`config.mk`:
```
export PLATFORM = sky130hd
export DESIGN_NAME = igb_top
export DESIGN_NICKNAME = d
export VERILOG_FILES = /design/src/inc/igb_pkg.sv /design/src/hdl/igb_status_bit.sv /design/src/hdl/igb_top.sv
export SDC_FILE = /design/constraint.sdc
export NUM_CORES = 1
export LEC_CHECK = 0
export BUFFER_PORTS_ARGS = -buffer_cell sky130_fd_sc_hd__clkbuf_2
export CAP_MARGIN = 25
export CORE_UTILIZATION = 40
export DETAILED_ROUTE_END_ITERATION = 10
export GPL_TIMING_DRIVEN = 0
export PLACE_DENSITY = 0.72
export SYNTH_ARGS = -nofsm -noshare
export SYNTH_HDL_FRONTEND = slang
export SYNTH_SLANG_ARGS = --single-unit
```
`constraint.sdc`:
```
create_clock -name clk_i -period 1.9 [get_ports clk_i]
set_input_delay 0.19 -clock clk_i [delete_from_list [all_inputs] [get_ports clk_i]]
set_output_delay 0.19 -clock clk_i [all_outputs]
set_load 0.02 [all_outputs]
```
`src/inc/igb_pkg.sv`:
```
// Package for the input general-purpose bank: window map, field layouts and reset values
package igb_pkg;

	// Register port widths
	localparam int ADDR_W = 16;
	localparam int DATA_W = 32;

	// Window geometry: 64 bytes, aligned on 64
	localparam logic [15:0] WIN_SIZE = 16'h0040;
	localparam logic [15:0] WIN_MASK = 16'hffc0;
	localparam logic [15:0] BASE_RESET = 16'h0000;

	// Register that holds the window base, outside the window
	localparam logic [15:0] BASE_REG_ADDR = 16'hfff0;

	// Offsets inside the window
	localparam logic [5:0] OFF_USE_SEL = 6'h00;
	localparam logic [5:0] OFF_EVT_STS = 6'h0c;
	localparam logic [5:0] OFF_INV = 6'h2c;
	localparam logic [5:0] OFF_RAW = 6'h10;

	// Pin population
	localparam int NPIN = 12;
	localparam logic [11:0] CORE_MASK = 12'h0e3;
	localparam logic [11:0] RESUME_MASK = 12'hb00;
	localparam logic [11:0] IMPL_MASK = 12'hbe3;

	// Function-select bits
	localparam int SEL_PAIR_A = 0;
	localparam int SEL_PAIR_B = 1;
	localparam logic [1:0] USE_SEL_RESET = 2'h3;
	localparam logic [11:0] INV_RESET = 12'h000;

	// Bus request carried as one struct
	typedef struct packed {
		logic wr;
		logic rd;
		logic [15:0] addr;
		logic [31:0] wdata;
	} igb_req_s;

endpackage : igb_pkg
```
`src/hdl/igb_status_bit.sv`:
```
// One status cell: polarity, well gating and implemented-pin gating
`timescale 1ns/1ps
module igb_status_bit #(
	parameter bit IMPL = 1'b1
) (
	input wire logic clk_i,
	input wire logic reset_n_i,
	input wire logic pin_i,
	input wire logic invert_i,
	input wire logic well_on_i,
	output logic active_o
);

	// Active level: high pin unless inverted; absent pins stay zero
	wire active_now = IMPL & well_on_i & (pin_i ^ invert_i);

	// Registered so the status reads as a clean level
	always_ff @(posedge clk_i or negedge reset_n_i) begin
		if (!reset_n_i) begin
			active_o <= 1'b0;
		end else begin
			active_o <= active_now;
		end
	end

endmodule : igb_status_bit

```
`src/hdl/igb_top.sv`:
```
// Input general-purpose bank: relocatable window, status, polarity and pair steering
//
// The address map and the address-and-strobe port were left to the implementer.
`timescale 1ns/1ps
module igb_top (
	input wire logic clk_i,
	input wire logic reset_n_i,
	input wire logic [15:0] addr_i,
	input wire logic [31:0] wdata_i,
	input wire logic wr_i,
	input wire logic rd_i,
	output logic [31:0] rdata_o,
	input wire logic [11:0] pin_i,
	input wire logic core_on_i,
	input wire logic resume_on_i,
	output logic req_a_o,
	output logic req_b_o,
	output logic [1:0] pair_en_o,
	output logic [15:0] window_base_o
);

	////////////////////////////////////////////////////////////////////////
	// Bus request bundle
	igb_pkg::igb_req_s req;
	assign req = '{wr: wr_i, rd: rd_i, addr: addr_i, wdata: wdata_i};

	////////////////////////////////////////////////////////////////////////
	// Control state
	logic [15:0] base; // Window base, aligned
	logic [1:0] use_sel; // 1 = pin is general purpose, 0 = pair
	logic [11:0] inv; // Polarity invert per pin
	logic [11:0] status; // Registered active state
	logic [11:0] raw; // Registered raw pin levels

	////////////////////////////////////////////////////////////////////////
	// Address decode
	// Window hit compares only upper bits, so the window is 64 bytes wide
	wire in_win = ((req.addr & igb_pkg::WIN_MASK) == base);
	wire [5:0] off = req.addr[5:0];
	wire hit_base = (req.addr == igb_pkg::BASE_REG_ADDR);
	wire hit_sel = in_win && (off == igb_pkg::OFF_USE_SEL);
	wire hit_sts = in_win && (off == igb_pkg::OFF_EVT_STS);
	wire hit_inv = in_win && (off == igb_pkg::OFF_INV);
	wire hit_raw = in_win && (off == igb_pkg::OFF_RAW);

	// Status and raw levels are read only; writes there fall through
	// Next values for writes
	wire [15:0] next_base = req.wdata[15:0] & igb_pkg::WIN_MASK;
	wire [11:0] next_inv = req.wdata[11:0] & igb_pkg::IMPL_MASK;

	////////////////////////////////////////////////////////////////////////
	// Register writes
	always_ff @(posedge clk_i or negedge reset_n_i) begin
		if (!reset_n_i) begin
			base <= igb_pkg::BASE_RESET;
			use_sel <= igb_pkg::USE_SEL_RESET;
			inv <= igb_pkg::INV_RESET;
		end else if (req.wr) begin
			// Base lives outside the window so it can never be lost
			if (hit_base) begin
				base <= next_base;
			end
			// Use-select: 1 keeps the pin general purpose
			if (hit_sel) begin
				use_sel <= req.wdata[1:0];
			end
			// Invert bits of absent positions never stick
			if (hit_inv) begin
				inv <= next_inv;
			end
		end
	end

	////////////////////////////////////////////////////////////////////////
	// Per-pin status cells, gated by well power
	// A powered-down well forces its pins inactive, whatever the level
	wire [11:0] well_on = ({12{core_on_i}} & igb_pkg::CORE_MASK) | ({12{resume_on_i}} & igb_pkg::RESUME_MASK);
	// One cell per position; absent positions are built but tied off
	genvar g;
	generate
		for (g = 0; g < igb_pkg::NPIN; g++) begin : g_bit
			igb_status_bit #(
				.IMPL(igb_pkg::IMPL_MASK[g])
			) u_bit (
				.clk_i(clk_i),
				.reset_n_i(reset_n_i),
				.pin_i(pin_i[g]),
				.invert_i(inv[g]),
				.well_on_i(well_on[g]),
				.active_o(status[g])
			);
		end
	endgenerate

	// Raw levels for the raw-level read; the pair paths take pin_i directly
	always_ff @(posedge clk_i or negedge reset_n_i) begin
		if (!reset_n_i) begin
			raw <= 12'h000;
		end else begin
			raw <= pin_i & igb_pkg::IMPL_MASK;
		end
	end

	////////////////////////////////////////////////////////////////////////
	// Pair steering: pin reaches the arbiter only when handed over
	// Request pins are active low, so an idle pair sees high
	// Registered so the arbiter never sees a glitch from the decode
	wire next_req_a = use_sel[igb_pkg::SEL_PAIR_A] ? 1'b1 : pin_i[0];
	wire next_req_b = use_sel[igb_pkg::SEL_PAIR_B] ? 1'b1 : pin_i[1];

	always_ff @(posedge clk_i or negedge reset_n_i) begin
		if (!reset_n_i) begin
			req_a_o <= 1'b1;
			req_b_o <= 1'b1;
			pair_en_o <= ~igb_pkg::USE_SEL_RESET; // Pairs released at reset
			window_base_o <= igb_pkg::BASE_RESET;
		end else begin
			req_a_o <= next_req_a;
			req_b_o <= next_req_b;
			pair_en_o <= ~use_sel;
			window_base_o <= base;
		end
	end

	////////////////////////////////////////////////////////////////////////
	// Read mux; unmapped addresses return zero
	wire [31:0] rd_mux =
		hit_base ? {16'h0000, base} :
		hit_sel ? {30'h0, use_sel} :
		hit_sts ? {20'h0, status} :
		hit_inv ? {20'h0, inv} :
		hit_raw ? {20'h0, raw} :
		32'h0000_0000;

	// Read data stand for one cycle only, then fall back to zero
	always_ff @(posedge clk_i or negedge reset_n_i) begin
		if (!reset_n_i) begin
			rdata_o <= 32'h0000_0000;
		end else if (req.rd) begin
			rdata_o <= rd_mux;
		end else begin
			rdata_o <= 32'h0000_0000;
		end
	end

	////////////////////////////////////////////////////////////////////////
	// Checks
	property p_absent_zero;
		@(posedge clk_i) disable iff (!reset_n_i)
		(status & ~igb_pkg::IMPL_MASK) == 12'h000;
	endproperty
	a_absent_zero: assert property (p_absent_zero) else $error("absent status bit set");

	property p_inv_absent;
		@(posedge clk_i) disable iff (!reset_n_i)
		(inv & ~igb_pkg::IMPL_MASK) == 12'h000;
	endproperty
	a_inv_absent: assert property (p_inv_absent) else $error("absent invert bit set");

	property p_status_follow;
		@(posedge clk_i) disable iff (!reset_n_i)
		(core_on_i && !(req.wr && hit_inv)) |=> status[0] == ($past(pin_i[0]) ^ inv[0]);
	endproperty
	a_status_follow: assert property (p_status_follow) else $error("status 0 wrong");

	property p_status_res;
		@(posedge clk_i) disable iff (!reset_n_i)
		(resume_on_i && !(req.wr && hit_inv)) |=> status[11] == ($past(pin_i[11]) ^ inv[11]);
	endproperty
	a_status_res: assert property (p_status_res) else $error("status 11 wrong");

	property p_base_move;
		@(posedge clk_i) disable iff (!reset_n_i)
		(req.wr && hit_base) |=> ##1 window_base_o == ($past(req.wdata[15:0], 2) & igb_pkg::WIN_MASK);
	endproperty
	a_base_move: assert property (p_base_move) else $error("base not moved");

	property p_window_size;
		@(posedge clk_i) disable iff (!reset_n_i)
		(req.rd && ((req.addr & igb_pkg::WIN_MASK) != base) && !hit_base) |=> rdata_o == 32'h0000_0000;
	endproperty
	a_window_size: assert property (p_window_size) else $error("read outside window");

	property p_pair_a;
		@(posedge clk_i) disable iff (!reset_n_i)
		!use_sel[igb_pkg::SEL_PAIR_A] |=> req_a_o == $past(pin_i[0]);
	endproperty
	a_pair_a: assert property (p_pair_a) else $error("pair A not steered");

	property p_pair_b;
		@(posedge clk_i) disable iff (!reset_n_i)
		use_sel[igb_pkg::SEL_PAIR_B] |=> req_b_o && !pair_en_o[1];
	endproperty
	a_pair_b: assert property (p_pair_b) else $error("pair B leaked");

	// While handed over, pin 1 reaches pair B one cycle late
	property p_pair_b_follow;
		@(posedge clk_i) disable iff (!reset_n_i)
		!use_sel[igb_pkg::SEL_PAIR_B] |=> req_b_o == $past(pin_i[1]);
	endproperty
	a_pair_b_follow: assert property (p_pair_b_follow) else $error("pair B not steered");

	// A general-purpose pin 0 leaves pair A idle and released
	property p_pair_a_idle;
		@(posedge clk_i) disable iff (!reset_n_i)
		use_sel[igb_pkg::SEL_PAIR_A] |=> req_a_o && !pair_en_o[0];
	endproperty
	a_pair_a_idle: assert property (p_pair_a_idle) else $error("pair A leaked");

	// Pair enables track the select bits with one cycle of lag
	property p_pair_en;
		@(posedge clk_i) disable iff (!reset_n_i)
		1'b1 |=> pair_en_o == ~$past(use_sel);
	endproperty
	a_pair_en: assert property (p_pair_en) else $error("pair enable wrong");

	// A select write lands in the next cycle
	property p_sel_write;
		@(posedge clk_i) disable iff (!reset_n_i)
		(req.wr && hit_sel) |=> use_sel == $past(req.wdata[1:0]);
	endproperty
	a_sel_write: assert property (p_sel_write) else $error("select not written");

	////////////////////////////////////////////////////////////////////////
	// Window checks

	// The window base stays aligned on the window size
	property p_base_aligned;
		@(posedge clk_i) disable iff (!reset_n_i)
		(window_base_o & (igb_pkg::WIN_SIZE - 16'h0001)) == 16'h0000;
	endproperty
	a_base_aligned: assert property (p_base_aligned) else $error("window base unaligned");

	// The base register reads back through its own address
	property p_base_read;
		@(posedge clk_i) disable iff (!reset_n_i)
		(req.rd && hit_base) |=> rdata_o == {16'h0000, $past(base)};
	endproperty
	a_base_read: assert property (p_base_read) else $error("base read wrong");

	// The select register reads back inside the window
	property p_sel_read;
		@(posedge clk_i) disable iff (!reset_n_i)
		(req.rd && hit_sel) |=> rdata_o == {30'h0, $past(use_sel)};
	endproperty
	a_sel_read: assert property (p_sel_read) else $error("select read wrong");

	// Read data fall to zero when no read was taken
	property p_rd_idle;
		@(posedge clk_i) disable iff (!reset_n_i)
		!req.rd |=> rdata_o == 32'h0000_0000;
	endproperty
	a_rd_idle: assert property (p_rd_idle) else $error("read data not cleared");

	////////////////////////////////////////////////////////////////////////
	// Status and polarity checks

	// The status register reads the registered active levels
	property p_sts_read;
		@(posedge clk_i) disable iff (!reset_n_i)
		(req.rd && hit_sts) |=> rdata_o == {20'h0, $past(status)};
	endproperty
	a_sts_read: assert property (p_sts_read) else $error("status read wrong");

	// The invert register reads back
	property p_inv_read;
		@(posedge clk_i) disable iff (!reset_n_i)
		(req.rd && hit_inv) |=> rdata_o == {20'h0, $past(inv)};
	endproperty
	a_inv_read: assert property (p_inv_read) else $error("invert read wrong");

	// An invert write keeps only populated positions
	property p_inv_write;
		@(posedge clk_i) disable iff (!reset_n_i)
		(req.wr && hit_inv) |=> inv == ($past(req.wdata[11:0]) & igb_pkg::IMPL_MASK);
	endproperty
	a_inv_write: assert property (p_inv_write) else $error("invert not written");

	// Core well off clears its own status bits
	property p_core_off;
		@(posedge clk_i) disable iff (!reset_n_i)
		!core_on_i |=> (status & igb_pkg::CORE_MASK) == 12'h000;
	endproperty
	a_core_off: assert property (p_core_off) else $error("core status while off");

	// Resume well off clears its own status bits
	property p_resume_off;
		@(posedge clk_i) disable iff (!reset_n_i)
		!resume_on_i |=> (status & igb_pkg::RESUME_MASK) == 12'h000;
	endproperty
	a_resume_off: assert property (p_resume_off) else $error("resume status while off");

	// Raw levels never show absent positions, even when they float
	property p_raw_absent;
		@(posedge clk_i) disable iff (!reset_n_i)
		(raw & ~igb_pkg::IMPL_MASK) == 12'h000;
	endproperty
	a_raw_absent: assert property (p_raw_absent) else $error("absent raw bit set");

endmodule : igb_top

```
### Word level (Yosys, flattened, before mapping)

Index checks and enable logic that the tools add are counted.

| cells by class | value |
|---|---|
| eq/ne operators | 5 |
| bitwise logic cells | 18 |
| reductions and logical operators | 8 |
| mux-type cells | 8 |

Operator list:

| operator | count |
|---|---|
| two-way mux 12 bit | 4 |
| two-way mux 16 bit | 2 |
| == test 16 bit, second input constant | 1 |
| bitwise OR 8 x 12 -> 12 bit | 1 |
| == test 10 bit | 1 |
| AND 1 bit | 8 |
| XOR 1 bit | 8 |
| == test 6 x 4 -> 1 bit, second input constant | 1 |
| == test 6 x 5 -> 1 bit, second input constant | 1 |
| == test 6 bit, second input constant | 1 |
| logical NOT 6 bit | 1 |
| AND reduction 2 bit | 3 |
| logical AND 1 bit | 4 |
| two-way mux 1 bit | 2 |
| NOT 2 bit | 1 |

| word-level totals | value |
|---|---|
| word-level logic and storage cells | 56 |
| input port bits | 66 |
| flip-flop bits (word level) | 66 |

### Depth between registers and ports, before layout

| logic depth | value |
|---|---|
| word-level depth | 8 |
| depth in mapped cells | 6 |
| gate-level depth less buffers | 5 |

### Modules after synthesis

Synthesis repeated with hierarchy kept, for this count alone.

| second synthesis, totals | value |
|---|---|
| cells, all modules | 240 |
| area, all modules | 2955.3 um^2 |

Modules (own cells, without submodules):

| module | times used | area each (um^2) | cells each |
|---|---|---|---|
| igb_top | 1 | 2590.0 | 208 |
| igb_status_bit (g_bit[0].u_bit ...) | 8 | 40.0 | 3 |
| igb_status_bit (g_bit[10].u_bit ...) | 4 | 11.3 | 2 |

### Worst setup path after synthesis

Ideal clock, no wire load.

| path | value |
|---|---|
| path kind | register to register |
| start point | register base[14] |
| end point | register inv[0] |
| stages on the path, launching flop included | 6 |
| data arrival time | 1.631 ns |
| library setup time | 0.125 ns |
| required time | 1.775 ns |
| path buffers | 0 |
| clock period less this slack | 1.756 ns |
| path slack | 0.144 ns |
| cell sequence | dfrtp_1 xnor2_1 nand4_1 nor4_4 nand4_4 mux2_2 |

| on the way | value |
|---|---|
| word-level cells in the longest chain between the ends | 3 |

RTL lines:

| item | line | RTL |
|---|---|---|
| start, declared | igb_top.sv:29 | `logic [15:0] base;` |
| start signal, assigned | igb_top.sv:55 | `base <= igb_pkg::BASE_RESET;` |
| start signal, assigned | igb_top.sv:61 | `base <= next_base;` |
| == test 10 bit | igb_top.sv:38 | `wire in_win = ((req.addr & igb_pkg::WIN_MASK) == base);` |
| logical AND 1 bit | igb_top.sv:43 | `wire hit_inv = in_win && (off == igb_pkg::OFF_INV);` |
| AND reduction 2 bit (no line) | -- |  |
| end signal, assigned | igb_top.sv:57 | `inv <= igb_pkg::INV_RESET;` |
| end signal, assigned | igb_top.sv:69 | `inv <= next_inv;` |
| end, declared | igb_top.sv:31 | `logic [11:0] inv;` |

No other way between the ends.
A chain may end at the register's enable or synchronous reset.

### Worst setup path after layout

| path | value |
|---|---|
| start point | register base[15] |
| end point | register inv[8] |

Same word-level chain as after synthesis.

==> results.cfg <==
[status]
status = completed

[sta]
fin_skew_ns = 0.0109
slew_viol_final = 0
fmax_ghz = 0.536
max-slew-margin-rel_pct = 44.7
setup_viol = 0
rsz0062_at_grt = true
fin_crit_sh_pct = 98.2
fin_crit_ns = 1.87
tightestPinTransition_ns = 0.829
final-hold-violation-count = 0

[cts]
cts-buffers-inserted = 9
clk-insertion-delay-late_ns = 0.35
clockBufferDepth = 2
cts.sinks = 63
clock-root-buffer = clkbuf_8
cts_tree = yes
htreeDepth = 3
clkTransAtPathRegs_ns = 0.07

[detailed_routing]
ant_nets = 0
drt_wl_total_um = 5730
viasPerCell = 4.68
drt_iter0_markers = 75
post-route-drc-count = 0
vias = 1934
dr.pass1.iters = 4
wl_per_cell_um = 13.9

[layout]
fill_cells = 543
drive_gt1_share_pct = 44.9
area_growth_pct = 32.3
final_net_count = 397
design_area_um2 = 3660
n_antenna_cell = 0

[power_and_ir_drop]
power_density_nw_per_um2 = 793
vdd_drop_max_uv = 395
report.power.total_mw = 2.90
power.leakage_nw = 1.96

[global_routing]
antenna_found_initial = 0
grt_max_degree = 64
grt_pass1_wl_um = 9060
grt.overflow.total = 0
grtUsageTotal_pct = 17.0
grt_pass1_vias = 1806

[synth]
syn_inst = 214
yosysUniqueCellTypes = 43
synth_common_cells = dfrtp_1 (59), buf_4 (25), mux2_2 (20), xor2_1 (10), and2_1 (9)
ys_ff_latch = 63
synth_top_area_cell = dfrtp_1
async_flop_share_pct = 100
yosysSeqAreaShare_pct = 57.2
synth_flop_cell = dfrtp_1
syn_area_per_cell_um2 = 12.9
synth_top_area_share_pct = 53.4
synth_edf_count = 0
ys_warn_count = 0
synth.top_cells.by_area = dfrtp_1 (53%), mux2_2 (8.1%), buf_4 (6.8%)
syn_area_um2 = 2770
synth.most_common_cell = dfrtp_1

[setup_path]
critPathMaxFanout = 8
required_ns = 2.13
cp_slowest_cell = dfrtp_1
crit_chain = xnor2_1, nand4_1, nor4_4, buf_6, nand4_4, mux2_4
path_buf_inv = 1
crit_type = flop to flop
worstPathArrival_ns = 2.10
max_stage_delay_ns = 0.41
crit_family = simple AND/OR/NAND/NOR gates
start_kind = flop
cp-end-kind = flop

[die]
die_area_um2 = 7250
fp.dieW_um = 85.1
start_util_pct = 42.6
boundaryPins = 118
rows = 29
die_h_um = 85.1
fp.coreArea_um2 = 6490

[run]
maxCapViolCount = 0

[placement]
dpl-instance-area_um2 = 3300
gp_congestion = 0.840
port_buffers = 69

[worst_hold_path]
worstHoldPathType = primary input to flop
## registers in the layout, summed over array words and instances (netlist names)
signal,cells
req_a_o,1
g_bit.u_bit.active_o,8
base,10
rdata_o,13
use_sel,2
inv,8
pair_en_o,2
window_base_o,10
req_b_o,1
raw,8
## per-layer routing
layer | GRT usage, % | vias up | wire length (µm)
met3 | 5.35 | 8 | 411
met2 | 25.4 | 70 | 2570
li1 | - | 938 | -
met4 | 8.32 | 0 | 99
met1 | 22.4 | 918 | 2650
met5 | 0 | - | 0
## cell families after synthesis
group                  count (synthesis)  share of synthesized area, %
multiplexers                          20                          8.14
buffers and inverters                 32                          7.78
XOR/XNOR                              18                          5.70
flip-flops                            63                          57.2
AND/OR/NAND/NOR                       56                          14.3
AO/OA/AOI/OAI                         24                          6.74
other                                  1                         0.136
## layout by cell type, fill, tap and decap left out, drive strengths merged, types with 8 or more instances in the layout
master	netlist	layout
dlygate4sd3	0	8
clkbuf	3	81
xnor2	8	8
dfrtp	59	59
and3	8	8
xor2	10	10
buf	26	31
and2	10	10
conb	1	25
mux2	20	20
## layout make-up
| cell class | count | area (µm²) | area share (%) |
|---|---|---|---|
| sequential | 63 | 1580 | 43.2 |
| multi-input combinational | 143 | 1080 | 29.4 |
| timing repair buffer | 82 | 469 | 12.8 |
| buffer | 29 | 204 | 5.57 |
| clock buffer | 9 | 124 | 3.39 |
| clock inverter | 7 | 96.3 | 2.63 |
| tap | 77 | 96.3 | 2.63 |
| inverter | 3 | 11.3 | 0.308 |
## through the flow
| stage | utilization (%) | hold slack, ns | TNS, ns | setup WS [ns] | std cells |
|---|---|---|---|---|---|
| floorplan | - | -0.106 | 0 | 0.144 | 238 |
| global placement | 50.8 | 0.325 | -2.99 | -0.228 | 384 |
| detailed placement | 50.8 | 0.328 | -3.84 | -0.289 | 384 |
| CTS | 55.8 | 0.00683 | 0 | 0.0529 | 411 |
| global route | 56.3 | 0.0166 | -0.644 | -0.0992 | 413 |
| finish | 56.3 | 0.0178 | 0 | 0.0335 | 413 |
## what timing repair did
item,in CTS,in global routing
endpoints found under the hold margin,13,0
setup endpoints to repair,18,15
gates resized for setup,0,4
pin swaps,1,1
buffers inserted,3,3
hold buffers,8,0
## final timing paths
kind	from	endpoint	slack (ns)	depth (start not counted)
worst max-delay path	base[15]	inv[8]	0.03	6
worst min-delay path	pin_i[1]	raw[1]	0.02	1
worst max register to register	base[15]	inv[8]	0.03	6
worst min register to register	base[11]	window_base_o[11]	0.45	0
max in group asynchronous	reset_n_i	g_bit[0].u_bit.active_o	0.85	2
min in group asynchronous	reset_n_i	rdata_o[0]	0.53	2
## worst register-to-register path: stages (launching register included)
cell and delay [ns]:
dfrtp_1 0.41, xnor2_1 0.19, nand4_1 0.16, nor4_4 0.25, buf_6 0.16, nand4_4 0.22
mux2_4 0.37
## power breakdown
part	switching, mW	internal, mW
Combinational	0.149	0.108
Clock	0.537	0.742
Sequential	0.00500	1.36
(Power assumes the default switching activity.)
